--- config.mk ---
export PLATFORM = sky130hd
export DESIGN_NAME = rsr_top
export DESIGN_NICKNAME = d
export VERILOG_FILES = /design/src/hdl/rsr_pkg.sv /design/src/hdl/rsr_top.sv /design/src/hdl/rsr_sync.sv /design/src/hdl/rsr_mcd.sv
export SDC_FILE = /design/constraint.sdc
export NUM_CORES = 1
export LEC_CHECK = 0
export ABC_AREA = 1
export BUFFER_PORTS_ARGS = -buffer_cell sky130_fd_sc_hd__buf_2
export CORE_ASPECT_RATIO = 1.2
export CORE_MARGIN = 3
export CORE_UTILIZATION = 50
export CTS_CLUSTER_DIAMETER = 80
export DETAILED_ROUTE_END_ITERATION = 6
export HOLD_SLACK_MARGIN = 0.02
export PLACE_DENSITY = 0.82
export SYNTH_ARGS = -nofsm -noshare
export SYNTH_HDL_FRONTEND = slang
export SYNTH_HIERARCHICAL = 1
export SYNTH_SLANG_ARGS = --single-unit
export TNS_END_PERCENT = 30
--- constraint.sdc ---
create_clock -name i_clk_sys -period 1.35 [get_ports i_clk_sys]
set_input_delay 0.27 -clock i_clk_sys [delete_from_list [all_inputs] [get_ports i_clk_sys]]
set_output_delay 0.27 -clock i_clk_sys [all_outputs]
set_load 0.03 [all_outputs]
--- src/hdl/rsr_pkg.sv ---
/*
 * Constants, field positions, timing counts and types shared by the
 * reset cause and enable register block.
 * Assumes a single 25 MHz system clock and an 8-bit special function
 * register bus on the core side.
 */


package rsr_pkg;

    // ------------------------------------------------------------------
    // Register address and field layout
    // ------------------------------------------------------------------
    localparam logic [7:0] RCE_ADDR = 8'hEF;
    localparam int USB_BIT = 7;
    localparam int FLASH_BIT = 6;
    localparam int CMP_BIT = 5;
    localparam int SW_BIT = 4;
    localparam int WDT_BIT = 3;
    localparam int MCD_BIT = 2;
    localparam int POR_BIT = 1;
    localparam int PIN_BIT = 0;
    localparam logic [7:0] FLAG_USB = 8'h80;
    localparam logic [7:0] FLAG_FLASH = 8'h40;
    localparam logic [7:0] FLAG_CMP = 8'h20;
    localparam logic [7:0] FLAG_SW = 8'h10;
    localparam logic [7:0] FLAG_WDT = 8'h08;
    localparam logic [7:0] FLAG_MCD = 8'h04;
    localparam logic [7:0] FLAG_POR = 8'h02;
    localparam logic [7:0] FLAG_PIN = 8'h01;
    localparam logic [7:0] EN_MASK = 8'hA6;

    // ------------------------------------------------------------------
    // Reset values
    // ------------------------------------------------------------------
    localparam logic [7:0] FLAGS_RESET = 8'h02;
    localparam logic [7:0] EN_RESET = 8'h00;
    localparam logic [7:0] RDATA_RESET = 8'h00;

    // ------------------------------------------------------------------
    // Timing
    // ------------------------------------------------------------------
    localparam int unsigned CLK_PERIOD_NS = 40;
    localparam int unsigned RST_HOLD_NS = 400;
    localparam int unsigned RST_HOLD_CYC =
        (RST_HOLD_NS + CLK_PERIOD_NS - 1) / CLK_PERIOD_NS;
    localparam int unsigned MCD_TIMEOUT_NS = 1000;
    localparam int unsigned MCD_TIMEOUT_CYC =
        (MCD_TIMEOUT_NS + CLK_PERIOD_NS - 1) / CLK_PERIOD_NS;
    localparam int HOLD_W = 4;
    localparam int MCD_W = 8;
    localparam int SYNC_W = 5;
    localparam int SY_PIN = 0;
    localparam int SY_VDD = 1;
    localparam int SY_CMP = 2;
    localparam int SY_VBUS = 3;
    localparam int SY_MON = 4;

    // ------------------------------------------------------------------
    // Sequencer states
    // ------------------------------------------------------------------
    typedef enum logic [2:0] {
        ST_RUN = 3'b001,
        ST_HOLD = 3'b010,
        ST_PIN = 3'b100
    } rsr_state_t;

endpackage

--- src/hdl/rsr_top.sv ---
/*
 * Reset cause and enable register with its reset sequencer.
 * Assumes the core reaches the register over an 8-bit special function
 * register bus on i_clk_sys, that watchdog, flash fault and USB event
 * inputs are single-cycle pulses on the same clock, and that pin,
 * supply monitor, comparator, bus supply and monitored clock inputs are
 * asynchronous levels.
 */
`timescale 1ns/1ns
`default_nettype none

module rsr_top (
    input wire logic i_clk_sys,
    input wire logic i_rstn,
    input wire logic [7:0] i_sfr_addr,
    input wire logic i_sfr_wr,
    input wire logic [7:0] i_sfr_wdata,
    input wire logic i_sfr_rd,
    input wire logic i_rst_pin_n,
    input wire logic i_vdd_ok,
    input wire logic i_cmp0_out,
    input wire logic i_vbus,
    input wire logic i_clk_mon,
    input wire logic i_usb_bus_reset,
    input wire logic i_usb_fn_en,
    input wire logic i_wdt_overflow,
    input wire logic i_flash_error,
    output logic [7:0] o_sfr_rdata,
    output logic o_sys_rst_n
);
    import rsr_pkg::*;

    localparam logic [HOLD_W-1:0] HOLD_LAST = HOLD_W'(RST_HOLD_CYC - 1);

    rsr_state_t state_q;
    logic [HOLD_W-1:0] hold_cnt_q;
    logic [7:0] flags_q;
    logic [7:0] en_q;
    logic [7:0] cause_d;
    logic [SYNC_W-1:0] sync_s;
    logic vbus_q;
    logic vbus_edge;
    logic mcd_timeout;
    logic run;
    logic addr_hit;
    logic wr_hit;
    logic sw_wr;
    logic usb_event;

    // ------------------------------------------------------------------
    // Input synchronisers and missing clock detector
    // ------------------------------------------------------------------
    rsr_sync #(
        .WIDTH(SYNC_W)
    ) u_sync (
        .i_clk_sys(i_clk_sys),
        .i_rstn(i_rstn),
        .i_async({i_clk_mon, i_vbus, i_cmp0_out, i_vdd_ok, i_rst_pin_n}),
        .o_sync(sync_s)
    );

    rsr_mcd u_mcd (
        .i_clk_sys(i_clk_sys),
        .i_rstn(i_rstn),
        .i_enable(en_q[MCD_BIT]),
        .i_mon_lvl(sync_s[SY_MON]),
        .o_timeout(mcd_timeout)
    );

    // Bus supply edges are seen in the same cycle that the synchroniser output changes.
    always_ff @(posedge i_clk_sys or negedge i_rstn) begin
        if (!i_rstn) begin
            vbus_q <= 1'b0;
        end else begin
            vbus_q <= sync_s[SY_VBUS];
        end
    end

    assign vbus_edge = sync_s[SY_VBUS] ^ vbus_q;

    // ------------------------------------------------------------------
    // Address decode
    // ------------------------------------------------------------------
    assign run = (state_q == ST_RUN);

    // The address is decoded in full; there is no page select.
    always_comb begin
        addr_hit = 1'b0;
        if (i_sfr_addr == RCE_ADDR) begin
            addr_hit = 1'b1;
        end else begin
            addr_hit = 1'b0;
        end
    end

    assign wr_hit = run && i_sfr_wr && addr_hit;
    assign sw_wr = wr_hit && i_sfr_wdata[SW_BIT];
    assign usb_event = (i_usb_bus_reset && i_usb_fn_en) || vbus_edge;

    // ------------------------------------------------------------------
    // Cause selection
    // ------------------------------------------------------------------
    // Only one cause is chosen per reset, the pin taking precedence.
    always_comb begin
        cause_d = 8'h00;
        if (!run) begin
            cause_d = 8'h00;
        end else if (!sync_s[SY_PIN]) begin
            cause_d = FLAG_PIN;
        end else if (en_q[POR_BIT] && !sync_s[SY_VDD]) begin
            cause_d = FLAG_POR;
        end else if (en_q[MCD_BIT] && mcd_timeout) begin
            cause_d = FLAG_MCD;
        end else if (en_q[CMP_BIT] && !sync_s[SY_CMP]) begin
            cause_d = FLAG_CMP;
        end else if (i_wdt_overflow) begin
            cause_d = FLAG_WDT;
        end else if (i_flash_error) begin
            cause_d = FLAG_FLASH;
        end else if (sw_wr) begin
            cause_d = FLAG_SW;
        end else if (en_q[USB_BIT] && usb_event) begin
            cause_d = FLAG_USB;
        end
    end

    // ------------------------------------------------------------------
    // Reset sequencer
    // ------------------------------------------------------------------
    // Power-on starts in the hold state so the system sees a full pulse.
    always_ff @(posedge i_clk_sys or negedge i_rstn) begin
        if (!i_rstn) begin
            state_q <= ST_HOLD;
            hold_cnt_q <= '0;
        end else begin
            case (state_q)
                ST_RUN: begin
                    hold_cnt_q <= '0;
                    if (cause_d == FLAG_PIN) begin
                        state_q <= ST_PIN;
                    end else if (cause_d != 8'h00) begin
                        state_q <= ST_HOLD;
                    end
                end
                ST_PIN: begin
                    hold_cnt_q <= '0;
                    if (sync_s[SY_PIN]) begin
                        state_q <= ST_HOLD;
                    end
                end
                ST_HOLD: begin
                    if (hold_cnt_q == HOLD_LAST) begin
                        state_q <= ST_RUN;
                        hold_cnt_q <= '0;
                    end else begin
                        hold_cnt_q <= hold_cnt_q + HOLD_W'(1);
                    end
                end
                default: begin
                    state_q <= ST_HOLD;
                    hold_cnt_q <= '0;
                end
            endcase
        end
    end

    // The reset goes to the core only; the reset pin is never driven.
    always_ff @(posedge i_clk_sys or negedge i_rstn) begin
        if (!i_rstn) begin
            o_sys_rst_n <= 1'b0;
        end else if (run && cause_d != 8'h00) begin
            o_sys_rst_n <= 1'b0;
        end else if (state_q == ST_HOLD && hold_cnt_q == HOLD_LAST) begin
            o_sys_rst_n <= 1'b1;
        end
    end

    // ------------------------------------------------------------------
    // Register storage
    // ------------------------------------------------------------------
    // Power-on leaves only the power-on flag set.
    always_ff @(posedge i_clk_sys or negedge i_rstn) begin
        if (!i_rstn) begin
            flags_q <= FLAGS_RESET;
        end else if (cause_d != 8'h00) begin
            flags_q <= cause_d;
        end
    end

    // Enables fall back to off on every system reset.
    always_ff @(posedge i_clk_sys or negedge i_rstn) begin
        if (!i_rstn) begin
            en_q <= EN_RESET;
        end else if (!run || cause_d != 8'h00) begin
            en_q <= EN_RESET;
        end else if (wr_hit) begin
            en_q <= i_sfr_wdata & EN_MASK;
        end
    end

    // Reads return the cause flags, never the enables.
    always_ff @(posedge i_clk_sys or negedge i_rstn) begin
        if (!i_rstn) begin
            o_sfr_rdata <= RDATA_RESET;
        end else if (run && i_sfr_rd && addr_hit) begin
            o_sfr_rdata <= flags_q;
        end else begin
            o_sfr_rdata <= RDATA_RESET;
        end
    end
endmodule

`default_nettype wire

--- src/hdl/rsr_sync.sv ---
/*
 * Two-flop synchroniser, one chain per bit.
 * Assumes inputs are asynchronous levels; the outputs are quiet low
 * during reset.
 */
`timescale 1ns/1ns
`default_nettype none

module rsr_sync #(
    parameter int WIDTH = 1
) (
    input wire logic i_clk_sys,
    input wire logic i_rstn,
    input wire logic [WIDTH-1:0] i_async,
    output logic [WIDTH-1:0] o_sync
);

    logic [WIDTH-1:0] meta_q;

    genvar gi;
    generate
        for (gi = 0; gi < WIDTH; gi++) begin : g_bit
            always_ff @(posedge i_clk_sys or negedge i_rstn) begin
                if (!i_rstn) begin
                    meta_q[gi] <= 1'b0;
                    o_sync[gi] <= 1'b0;
                end else begin
                    meta_q[gi] <= i_async[gi];
                    o_sync[gi] <= meta_q[gi];
                end
            end
        end
    endgenerate

endmodule

`default_nettype wire

--- src/hdl/rsr_mcd.sv ---
/*
 * Missing clock detector: flags a level that stops toggling.
 * Assumes the monitored clock arrives already synchronised as a level
 * and that the enable is cleared by the sequencer on every reset.
 */
`timescale 1ns/1ns
`default_nettype none

module rsr_mcd (
    input wire logic i_clk_sys,
    input wire logic i_rstn,
    input wire logic i_enable,
    input wire logic i_mon_lvl,
    output logic o_timeout
);
    import rsr_pkg::*;

    localparam logic [MCD_W-1:0] LIMIT = MCD_W'(MCD_TIMEOUT_CYC);

    logic last_q;
    logic [MCD_W-1:0] cnt_q;

    // ------------------------------------------------------------------
    // Stall counter
    // ------------------------------------------------------------------
    always_ff @(posedge i_clk_sys or negedge i_rstn) begin
        if (!i_rstn) begin
            last_q <= 1'b0;
        end else begin
            last_q <= i_mon_lvl;
        end
    end

    // The count restarts on every edge of the monitored level.
    always_ff @(posedge i_clk_sys or negedge i_rstn) begin
        if (!i_rstn) begin
            cnt_q <= '0;
        end else if (!i_enable || (i_mon_lvl != last_q)) begin
            cnt_q <= '0;
        end else if (cnt_q != LIMIT) begin
            cnt_q <= cnt_q + MCD_W'(1);
        end
    end

    always_ff @(posedge i_clk_sys or negedge i_rstn) begin
        if (!i_rstn) begin
            o_timeout <= 1'b0;
        end else begin
            o_timeout <= i_enable && (cnt_q == LIMIT);
        end
    end
endmodule

`default_nettype wire

* After elaboration in Yosys (flattened, before gate mapping) *
Index checks and enable logic that the tools add are counted.
W data, S select, Z words.

storage, ports and cells
  output and inout port bits = 9
  logic and storage cells = 84
  flip-flop bits (word level) = 53
  bits of input ports = 29

operators by class
  bitwise logic cells = 1
  add/sub/neg operators = 2
  reductions and logical operators = 25
  equality and inequality tests = 12
  multiplexer cells = 24

operator list
  kind                   count
  $mux W8                14
  $logic_and A1 B1 Y1    13
  $mux W3                4
  $pmux W3 S3            1
  $add A8 B1 Y8 const B  1
  $eq A8 B1 Y1 const B   1
  $eq A8 B5 Y1 const B   1
  $eq A8 B8 Y1 const B   1
  $mux W4                2
  $ne A8 B5 Y1 const B   1
  $reduce_bool A8 Y1     1
  $reduce_bool A2 Y1     3
  $add A4 B1 Y4 const B  1
  $eq A4 B4 Y1 const B   1
  $logic_not A1 Y1       4
  $eq A3 B1 Y1 const B   1
  $eq A3 B2 Y1 const B   1
  $eq A3 B3 Y1 const B   1
  $logic_or A1 B1 Y1     3
  $mux W1                3
  $ne A3 B1 Y1 const B   1
  $reduce_and A3 Y1      1
  $ne A2 B1 Y1 const B   1
  $ne A2 B2 Y1 const B   1
  other kinds (2)        2

* Logic depth before layout (Yosys ltp) *
Gate-level depths: netlist of the first run.

  depth after elaboration = 16
  mapped depth = 10
  depth with buffers taken out = 10

* Hierarchy *
The synthesis of the first run kept the hierarchy.

modules (own cells, without submodules)
  module    times used  seq. area each (um^2)  area each (um^2)  cells an instance
  rsr_top   1           728.2                  1367.6            153
  rsr_mcd   1           250.2                  569.3             73
  rsr_sync  1           250.2                  250.2             10

* Worst setup path after synthesis of the first run *
Ideal clock, no wire load.

  kind = reg-to-reg
  start point = reg state_q[1]
  end point = reg flags_q[5]
  path buffers = 0
  clock period less this slack = 1407 ps
  required time = 1273 ps
  setup slack = -57 ps
  library setup time = 77 ps
  stages on the path, launching flop included = 9
  data arrival time = 1330 ps
  path through = dfstp_2 -> inv_1 -> nand3_4 -> nor2_2 -> nand3_1 -> nand2_1 -> nor2_4 -> nand3_4 -> o21ai_1

between the ends
  longest elaborated chain between the ends = 13

RTL lines
  element                            RTL line        RTL
  start: declaration                 rsr_top.sv:35   rsr_state_t state_q;
  start signal: assignment           rsr_top.sv:133  state_q <= ST_HOLD;
  start signal: assignment           rsr_top.sv:140  state_q <= ST_PIN;
  start signal: assignment           rsr_top.sv:142  state_q <= ST_HOLD;
  $eq A3 B1 Y1 *                     rsr_top.sv:84   assign run = (state_q == ST_RUN);
  $logic_and A1 B1 Y1 (2 in series)  rsr_top.sv:96   assign wr_hit = run && i_sfr_wr && addr_hit;
  $logic_and A1 B1 Y1                rsr_top.sv:97   assign sw_wr = wr_hit && i_sfr_wdata[SW_BIT];
  $mux W8                            rsr_top.sv:120  end else if (sw_wr) begin
  $mux W8                            rsr_top.sv:118  end else if (i_flash_error) begin
  $mux W8                            rsr_top.sv:116  end else if (i_wdt_overflow) begin
  $mux W8                            rsr_top.sv:114  end else if (en_q[CMP_BIT] && !sync_s[SY_CMP]) begin
  $mux W8                            rsr_top.sv:112  end else if (en_q[MCD_BIT] && mcd_timeout) begin
  $mux W8                            rsr_top.sv:110  end else if (en_q[POR_BIT] && !sync_s[SY_VDD]) begin
  $mux W8                            rsr_top.sv:108  end else if (!sync_s[SY_PIN]) begin
  $mux W8 *                          rsr_top.sv:106  if (!run) begin
  $reduce_bool A8 Y1                 rsr_top.sv:185  end else if (cause_d != 8'h00) begin
  end signal: assignment             rsr_top.sv:186  flags_q <= cause_d;
  end: declaration                   rsr_top.sv:37   logic [7:0] flags_q;

Mark *: on every way between the ends. The rest lies on a longest branch, timed or not.
A chain may end at the register's enable or synchronous reset.

* Worst setup path in the final report of the first run *
  start point = reg state_q[1]
  end point = reg flags_q[7]

Same word-level chain as after synthesis.

==> results of run 1 <==
==> power breakdown <==
| group | internal [mW] | total, mW | switching [mW] |
|---|---|---|---|
| logic | 0.333 | 0.735 | 0.402 |
| registers | 1.65 | 1.74 | 0.0951 |
| clock network | 0.736 | 1.23 | 0.494 |
| total | 2.72 | 3.71 | 0.991 |
==> synthesized netlist by cell type (all sizes together) <==
cell	n
inv	39
or2	2
o22ai	2
nor4	2
a21oi	7
o21ai	9
dfrtp	47
o211ai	1
ha	2
nand2	48
nand3b	1
nor3	4
xor2	2
nor3b	1
nand3	18
nand4	1
dfstp	2
nor2	48
==> routing by layer <==
metal,up-vias,wire length [um],global-route usage (%)
met5,-,0,0
met4,0,206,7.93
met3,21,229,5.29
met2,59,2770,38.3
met1,893,1850,23.5
li1,885,-,-
==> cells by family (layout without fill, tap and decap cells) <==
kind of cell | after synthesis | after routing
AND/OR/NAND/NOR | 125 | 125
AO/OA/AOI/OAI | 19 | 19
buffers and inverters | 39 | 118
adder cells (fa/ha/maj) | 2 | 2
flip-flops | 49 | 49
XOR/XNOR | 2 | 2
==> metrics by stage <==
step | hold slack, ps | instance area (um^2) | total power [mW] | util, % | TNS, ps
finish | 63.0 | 2960 | 3.71 | 72.8 | -2390
detailed placement | 120 | 2670 | 2.40 | 65.7 | -1570
CTS | 56.2 | 2890 | 3.64 | 71.2 | -1700
floorplan | -25.6 | 2200 | 2.13 | - | 0
global route | 56.2 | 2960 | 3.89 | 72.8 | -3810
global placement | 121 | 2670 | 2.35 | 65.7 | -845
==> how the worst max path moves through the flow <==
stage / start / to / slack (ps) / cells after the start
floorplan: en_q[2] / flags_q[7] / 1 / 8
global placement: state_q[1] / flags_q[7] / -90 / 8
detailed placement: state_q[2] / flags_q[4] / -140 / 8
CTS: state_q[1] / flags_q[4] / -150 / 8
global route: state_q[1] / flags_q[7] / -280 / 8
finish: state_q[1] / flags_q[7] / -190 / 8
==> flip-flops by register name, indices dropped and copies added (netlist names) <==
signal           cells
o_sfr_rdata          8
o_sys_rst_n          1
state_q              3
en_q                 4
hold_cnt_q           4
flags_q              8
u_sync/o_sync        5
u_mcd/cnt_q          8
u_mcd/o_timeout      1
u_mcd/last_q         1
vbus_q               1
u_sync/meta_q        5
==> area by class of cell <==
type | instances | area, um^2
sequential | 49 | 1230
fill | 285 | 1110
tap | 54 | 67.6
clock buffer | 5 | 68.8
timing repair buffer | 71 | 479
inverter | 39 | 146
multi-input combinational | 148 | 903
clock inverter | 3 | 65.1
==> timing repair <==
| action | in CTS | in global routing |
|---|---|---|
| setup buffers | 6 | 3 |
| endpoints found under the hold margin | 24 | 0 |
| pin swaps | 2 | 3 |
| hold buffers | 1 | 0 |
| gates resized for setup | 9 | 10 |
| endpoints found under the setup margin | 15 | 16 |
==> worst reg2reg max path: stages, from the launching register on <==
cell     delay [ps]
dfstp_2         550
inv_2            50
nand3_4         130
nor3_4           60
nand2_1         110
nand2_2          80
nor2_4          130
nand3_4         170
o21ai_1         180
==> results.yml, run 1 <==
layout:
  layout.cells.non_filler: 369
  antenna_cells: 0
  area_growth_pct: 35.3
  layout-drive-gt1-share_pct: 40.3
  layout_common_cells: "dfrtp_1 (47), nand2_1 (42), inv_1 (34), nor2_1 (34), buf_2 (34)"
  final_common_cell: "dfrtp_1"
  fin_nets: 345
worst_setup_path:
  arrival_ps: 1770
  cpPeakStageDelay_ps: 550
  timing.rr.start: "state_q[1]"
  r2r.worst_path.cells: 8
  worst_path_most_repeated_cell: "nand3_4"
  crit_path_end_kind: "flop"
  crit_type: "flop to flop"
  crit_fanout: 9
  reg2reg_slack_ps: -190
  crit_family: "simple AND/OR/NAND/NOR gates"
  r2r_end: "flags_q[7]"
  cp_num_buf_inv: 1
  slowest_stage: "dfstp_2"
  crit_path_cell_trace: "inv_2 > nand3_4 > nor3_4 > nand2_1 > nand2_2 > nor2_4 > nand3_4 > o21ai_1"
  start_kind: "flop"
  worstPathRequired_ps: 1580
clock_network:
  h-tree-depth: 2
  clock-root-buffer: "clkbuf_8"
  clk_latency_ps: 310
  clk_pin_slew_ps: 90
  cts_tree: "done"
  clock_path_buffers: 2
  cts_made_buffers: 5
  clock_sinks: 49
routing:
  drc: 0
  postRouteAntennaNets: 0
  wl_per_cell_um: 13.7
  first_pass_iters: 4
  routed_wl_mm: 5.06
  via_per_inst: 5.04
  vias: 1858
  drt_iter0_markers: 88
grt:
  grt_pass1_vias: 1935
  grt-ovfl-total: 0
  antenna_found_initial: 0
  grt_usage_pct: 21.3
  grt_max_degree: 26
  grt_pass1_wl_mm: 8.56
min_path:
  min_to: "u_sync/meta_q[0]"
  hp-class: "primary input to flop"
  min_from: "i_rst_pin_n"
  hold_path_depth: 1
logic_synthesis:
  synth_top_area_cell: "dfrtp_1"
  synth_nets: 267
  synth.distinct_cells: 29
  synth_top_area_share_pct: 53.8
  yosysWarnings: 6
  yosys-top-cells-area: "dfrtp_1 (54%), nand2_1 (7.6%), inv_1 (6.4%)"
  synth_seq_cells: 49
  syn-cell-area_um2: 2190
  ys_seq_area_share_pct: 56.2
  synth_compound_area_share_pct: 5.26
  synthXorXnorAreaFrac_pct: 0.801
  synth-simple-area-share_pct: 29.9
  synth_top_family_by_area: "simple AND/OR/NAND/NOR gates"
  synth_fa_ha_area_share_pct: 1.14
  synth_mux_area_share_pct: 0
  avgSynthCellArea_um2: 9.27
  synth_cells: 236
floorplanning:
  start_util_pct: 53.8
  die_w_um: 66.4
  dieArea_um2: 5210
  dieHeight_um: 78.5
  rows: 25
  ios: 38
  core_um2: 4070
sta:
  min_period_ps: 1540
  finalCritPeriodShare_pct: 114
  max_freq_mhz: 651
  worst_slack_ps: -186
  slew_headroom_pct: 72.4
  finalMaxSlewViolations: 0
  setup_viol_count_final: 16
  hold_viol_final: 0
  rsz0062_at_grt: "yes"
  tightest_slew_ps: 413
  fin_skew_ps: 8.68
power_and_ir_drop:
  peakVddDrop_mv: 0.794
  powerDensity_nw_per_um2: 1250
  leakagePower_nw: 1.50
outcome:
  outcome: "finished, violations left"
  violations: "negative setup slack"
place:
  place_inst: 351
  routabilityCongestion: 0.844
  io_buffers: 34
  dp_hpwl_mm: 3.31
  post-place-ws_ps: -138
job:
  maxCapViolCount: 0
Note: power is estimated with default switching activity, not from simulation.
==> run 2, diff against run 1 <==
==> constraint.sdc (replaced) <==
create_clock -name i_clk_sys -period 1.35 [get_ports i_clk_sys]
set_input_delay 0.27 -clock i_clk_sys [delete_from_list [all_inputs] [get_ports i_clk_sys]]
set_output_delay 0.27 -clock i_clk_sys [all_outputs]
set_load 0.1 [all_outputs]
==> results.yml, run 2 (synthesis results as in run 1) <==
floorplanning:
  dieArea_um2: 5210
  ios: 38
  rows: 25
  core_um2: 4070
  die_w_um: 66.4
  start_util_pct: 53.8
  dieHeight_um: 78.5
place:
  dp_hpwl_mm: 3.27
  io_buffers: 34
  place_inst: 351
  placed_cell_area_um2: 2690
  routabilityCongestion: 0.844
layout:
  layout-drive-gt1-share_pct: 39.9
  final_common_cell: "dfrtp_1"
  layout.cells.non_filler: 367
  finalInstanceArea_um2: 2960
  fill_cells: 301
  area_growth_pct: 35.4
  largest_registers: "flags_q (8), o_sfr_rdata (8), u_mcd/cnt_q (8)"
  fin_nets: 343
  antenna_cells: 0
  layout_common_cells: "dfrtp_1 (47), nand2_1 (42), nor2_1 (35)"
  finalCoreUtilization_pct: 72.8
worst_setup_path:
  crit_type: "flop to flop"
  timing.rr.start: "state_q[1]"
  crit_fanout: 6
  worstPathRequired_ps: 1570
  crit_start: "state_q[1]"
  r2r.worst_path.cells: 7
  arrival_ps: 1800
  start_kind: "flop"
  crit_path_end_kind: "flop"
sta:
  fin_skew_ps: 9.43
  max_freq_mhz: 635
  setup_viol_count_final: 16
  slew_headroom_pct: 68.0
  whs_ps: 67.8
  tightest_slew_ps: 484
  rsz0062_at_grt: "yes"
  finalMaxSlewViolations: 0
  worst_slack_ps: -226
  min_period_ps: 1580
  finalCritPeriodShare_pct: 117
  hold_viol_final: 0
routing:
  wl_per_cell_um: 13.3
  routed_wl_mm: 4.87
  drt_iter0_markers: 80
  vias: 1799
  postRouteAntennaNets: 0
  drc: 0
  first_pass_iters: 4
  via_per_inst: 4.90
clock_network:
  clock-root-buffer: "clkbuf_8"
  clock_path_buffers: 2
  clk_latency_ps: 300
  h-tree-depth: 2
  cts_tree: "done"
  clock_sinks: 49
  clk_pin_slew_ps: 80
  cts_made_buffers: 5
grt:
  busiest_layer: "met2"
  grt_max_degree: 30
  grt_usage_pct: 20.7
  grt-ovfl-total: 0
  antenna_found_initial: 0
  grt_use_met3_pct: 4.72
  grt_pass1_wl_mm: 8.18
  gr-usage-met2_pct: 37.6
  grt_use_met1_pct: 22.4
  grt_pass1_vias: 1911
job:
  maxCapViolCount: 0
power_and_ir_drop:
  leakagePower_nw: 1.48
  fin_total_pwr_mw: 3.62
  powerDensity_nw_per_um2: 1220
  peakVddDrop_mv: 0.960
min_path:
  min_from: "i_rst_pin_n"
  hold_path_depth: 1
  hp-class: "primary input to flop"
outcome:
  outcome: "finished, violations left"
  violations: "negative setup slack"
==> run 2: metrics by stage <==
| stage | setup WS [ps] | setup TNS (ps) |
|---|---|---|
| finish | -226 | -2920 |
| CTS | -171 | -1990 |
| detailed placement | -149 | -1540 |
| global route | -313 | -4230 |
| global placement | -85.7 | -842 |
| floorplan | 1.25 | 0 |
==> run 2: timing repair <==
action	CTS	global route
endpoints found under the hold margin	47	0
cloned	1	0
pin swaps	4	1
buffers inserted	6	0
hold buffers	1	0
setup endpoints to repair	15	23
gates resized for setup	11	13
==> run 2: power by group <==
part | total [mW] | switching, mW | internal, mW
combinational | 0.815 | 0.464 | 0.351
sequential | 1.75 | 0.105 | 1.65
clock | 1.05 | 0.450 | 0.604
==> run 2: worst max-delay path, stage by stage, from the launching register on <==
cell and delay [ps]:
dfstp_2 560, inv_2 60, nand3_4 120, buf_4 140
nor4_2 40, buf_4 150, or2_2 290, a21oi_2 150
==> run 2: area by class of cell <==
class,count,area [um^2],area share [%]
Clock buffer,7,86.3,2.92
Tap cell,54,67.6,2.28
Timing Repair Buffer,68,480,16.2
Sequential cell,49,1230,41.5
Clock inverter,1,30.0,1.01
Multi-Input combinational cell,149,922,31.1
Inverter,39,146,4.94
==> run 2: path summary, 6_finish.rpt <==
kind                       slack [ps]                to
setup / recovery                 -230           en_q[1]
setup reg to reg                 -230           en_q[1]
hold reg to reg                   350  u_sync/o_sync[3]
min in group asynchronous         470    o_sfr_rdata[0]
max in group asynchronous         630        state_q[1]
hold / removal                     70  u_sync/meta_q[0]
==> run 2: routing by layer <==
layer / up-vias / part of all wire (%)
met3: 11 / 3.9
met5: - / 0
li1: 885 / -
met2: 42 / 56
met1: 861 / 38
met4: 0 / 2.2
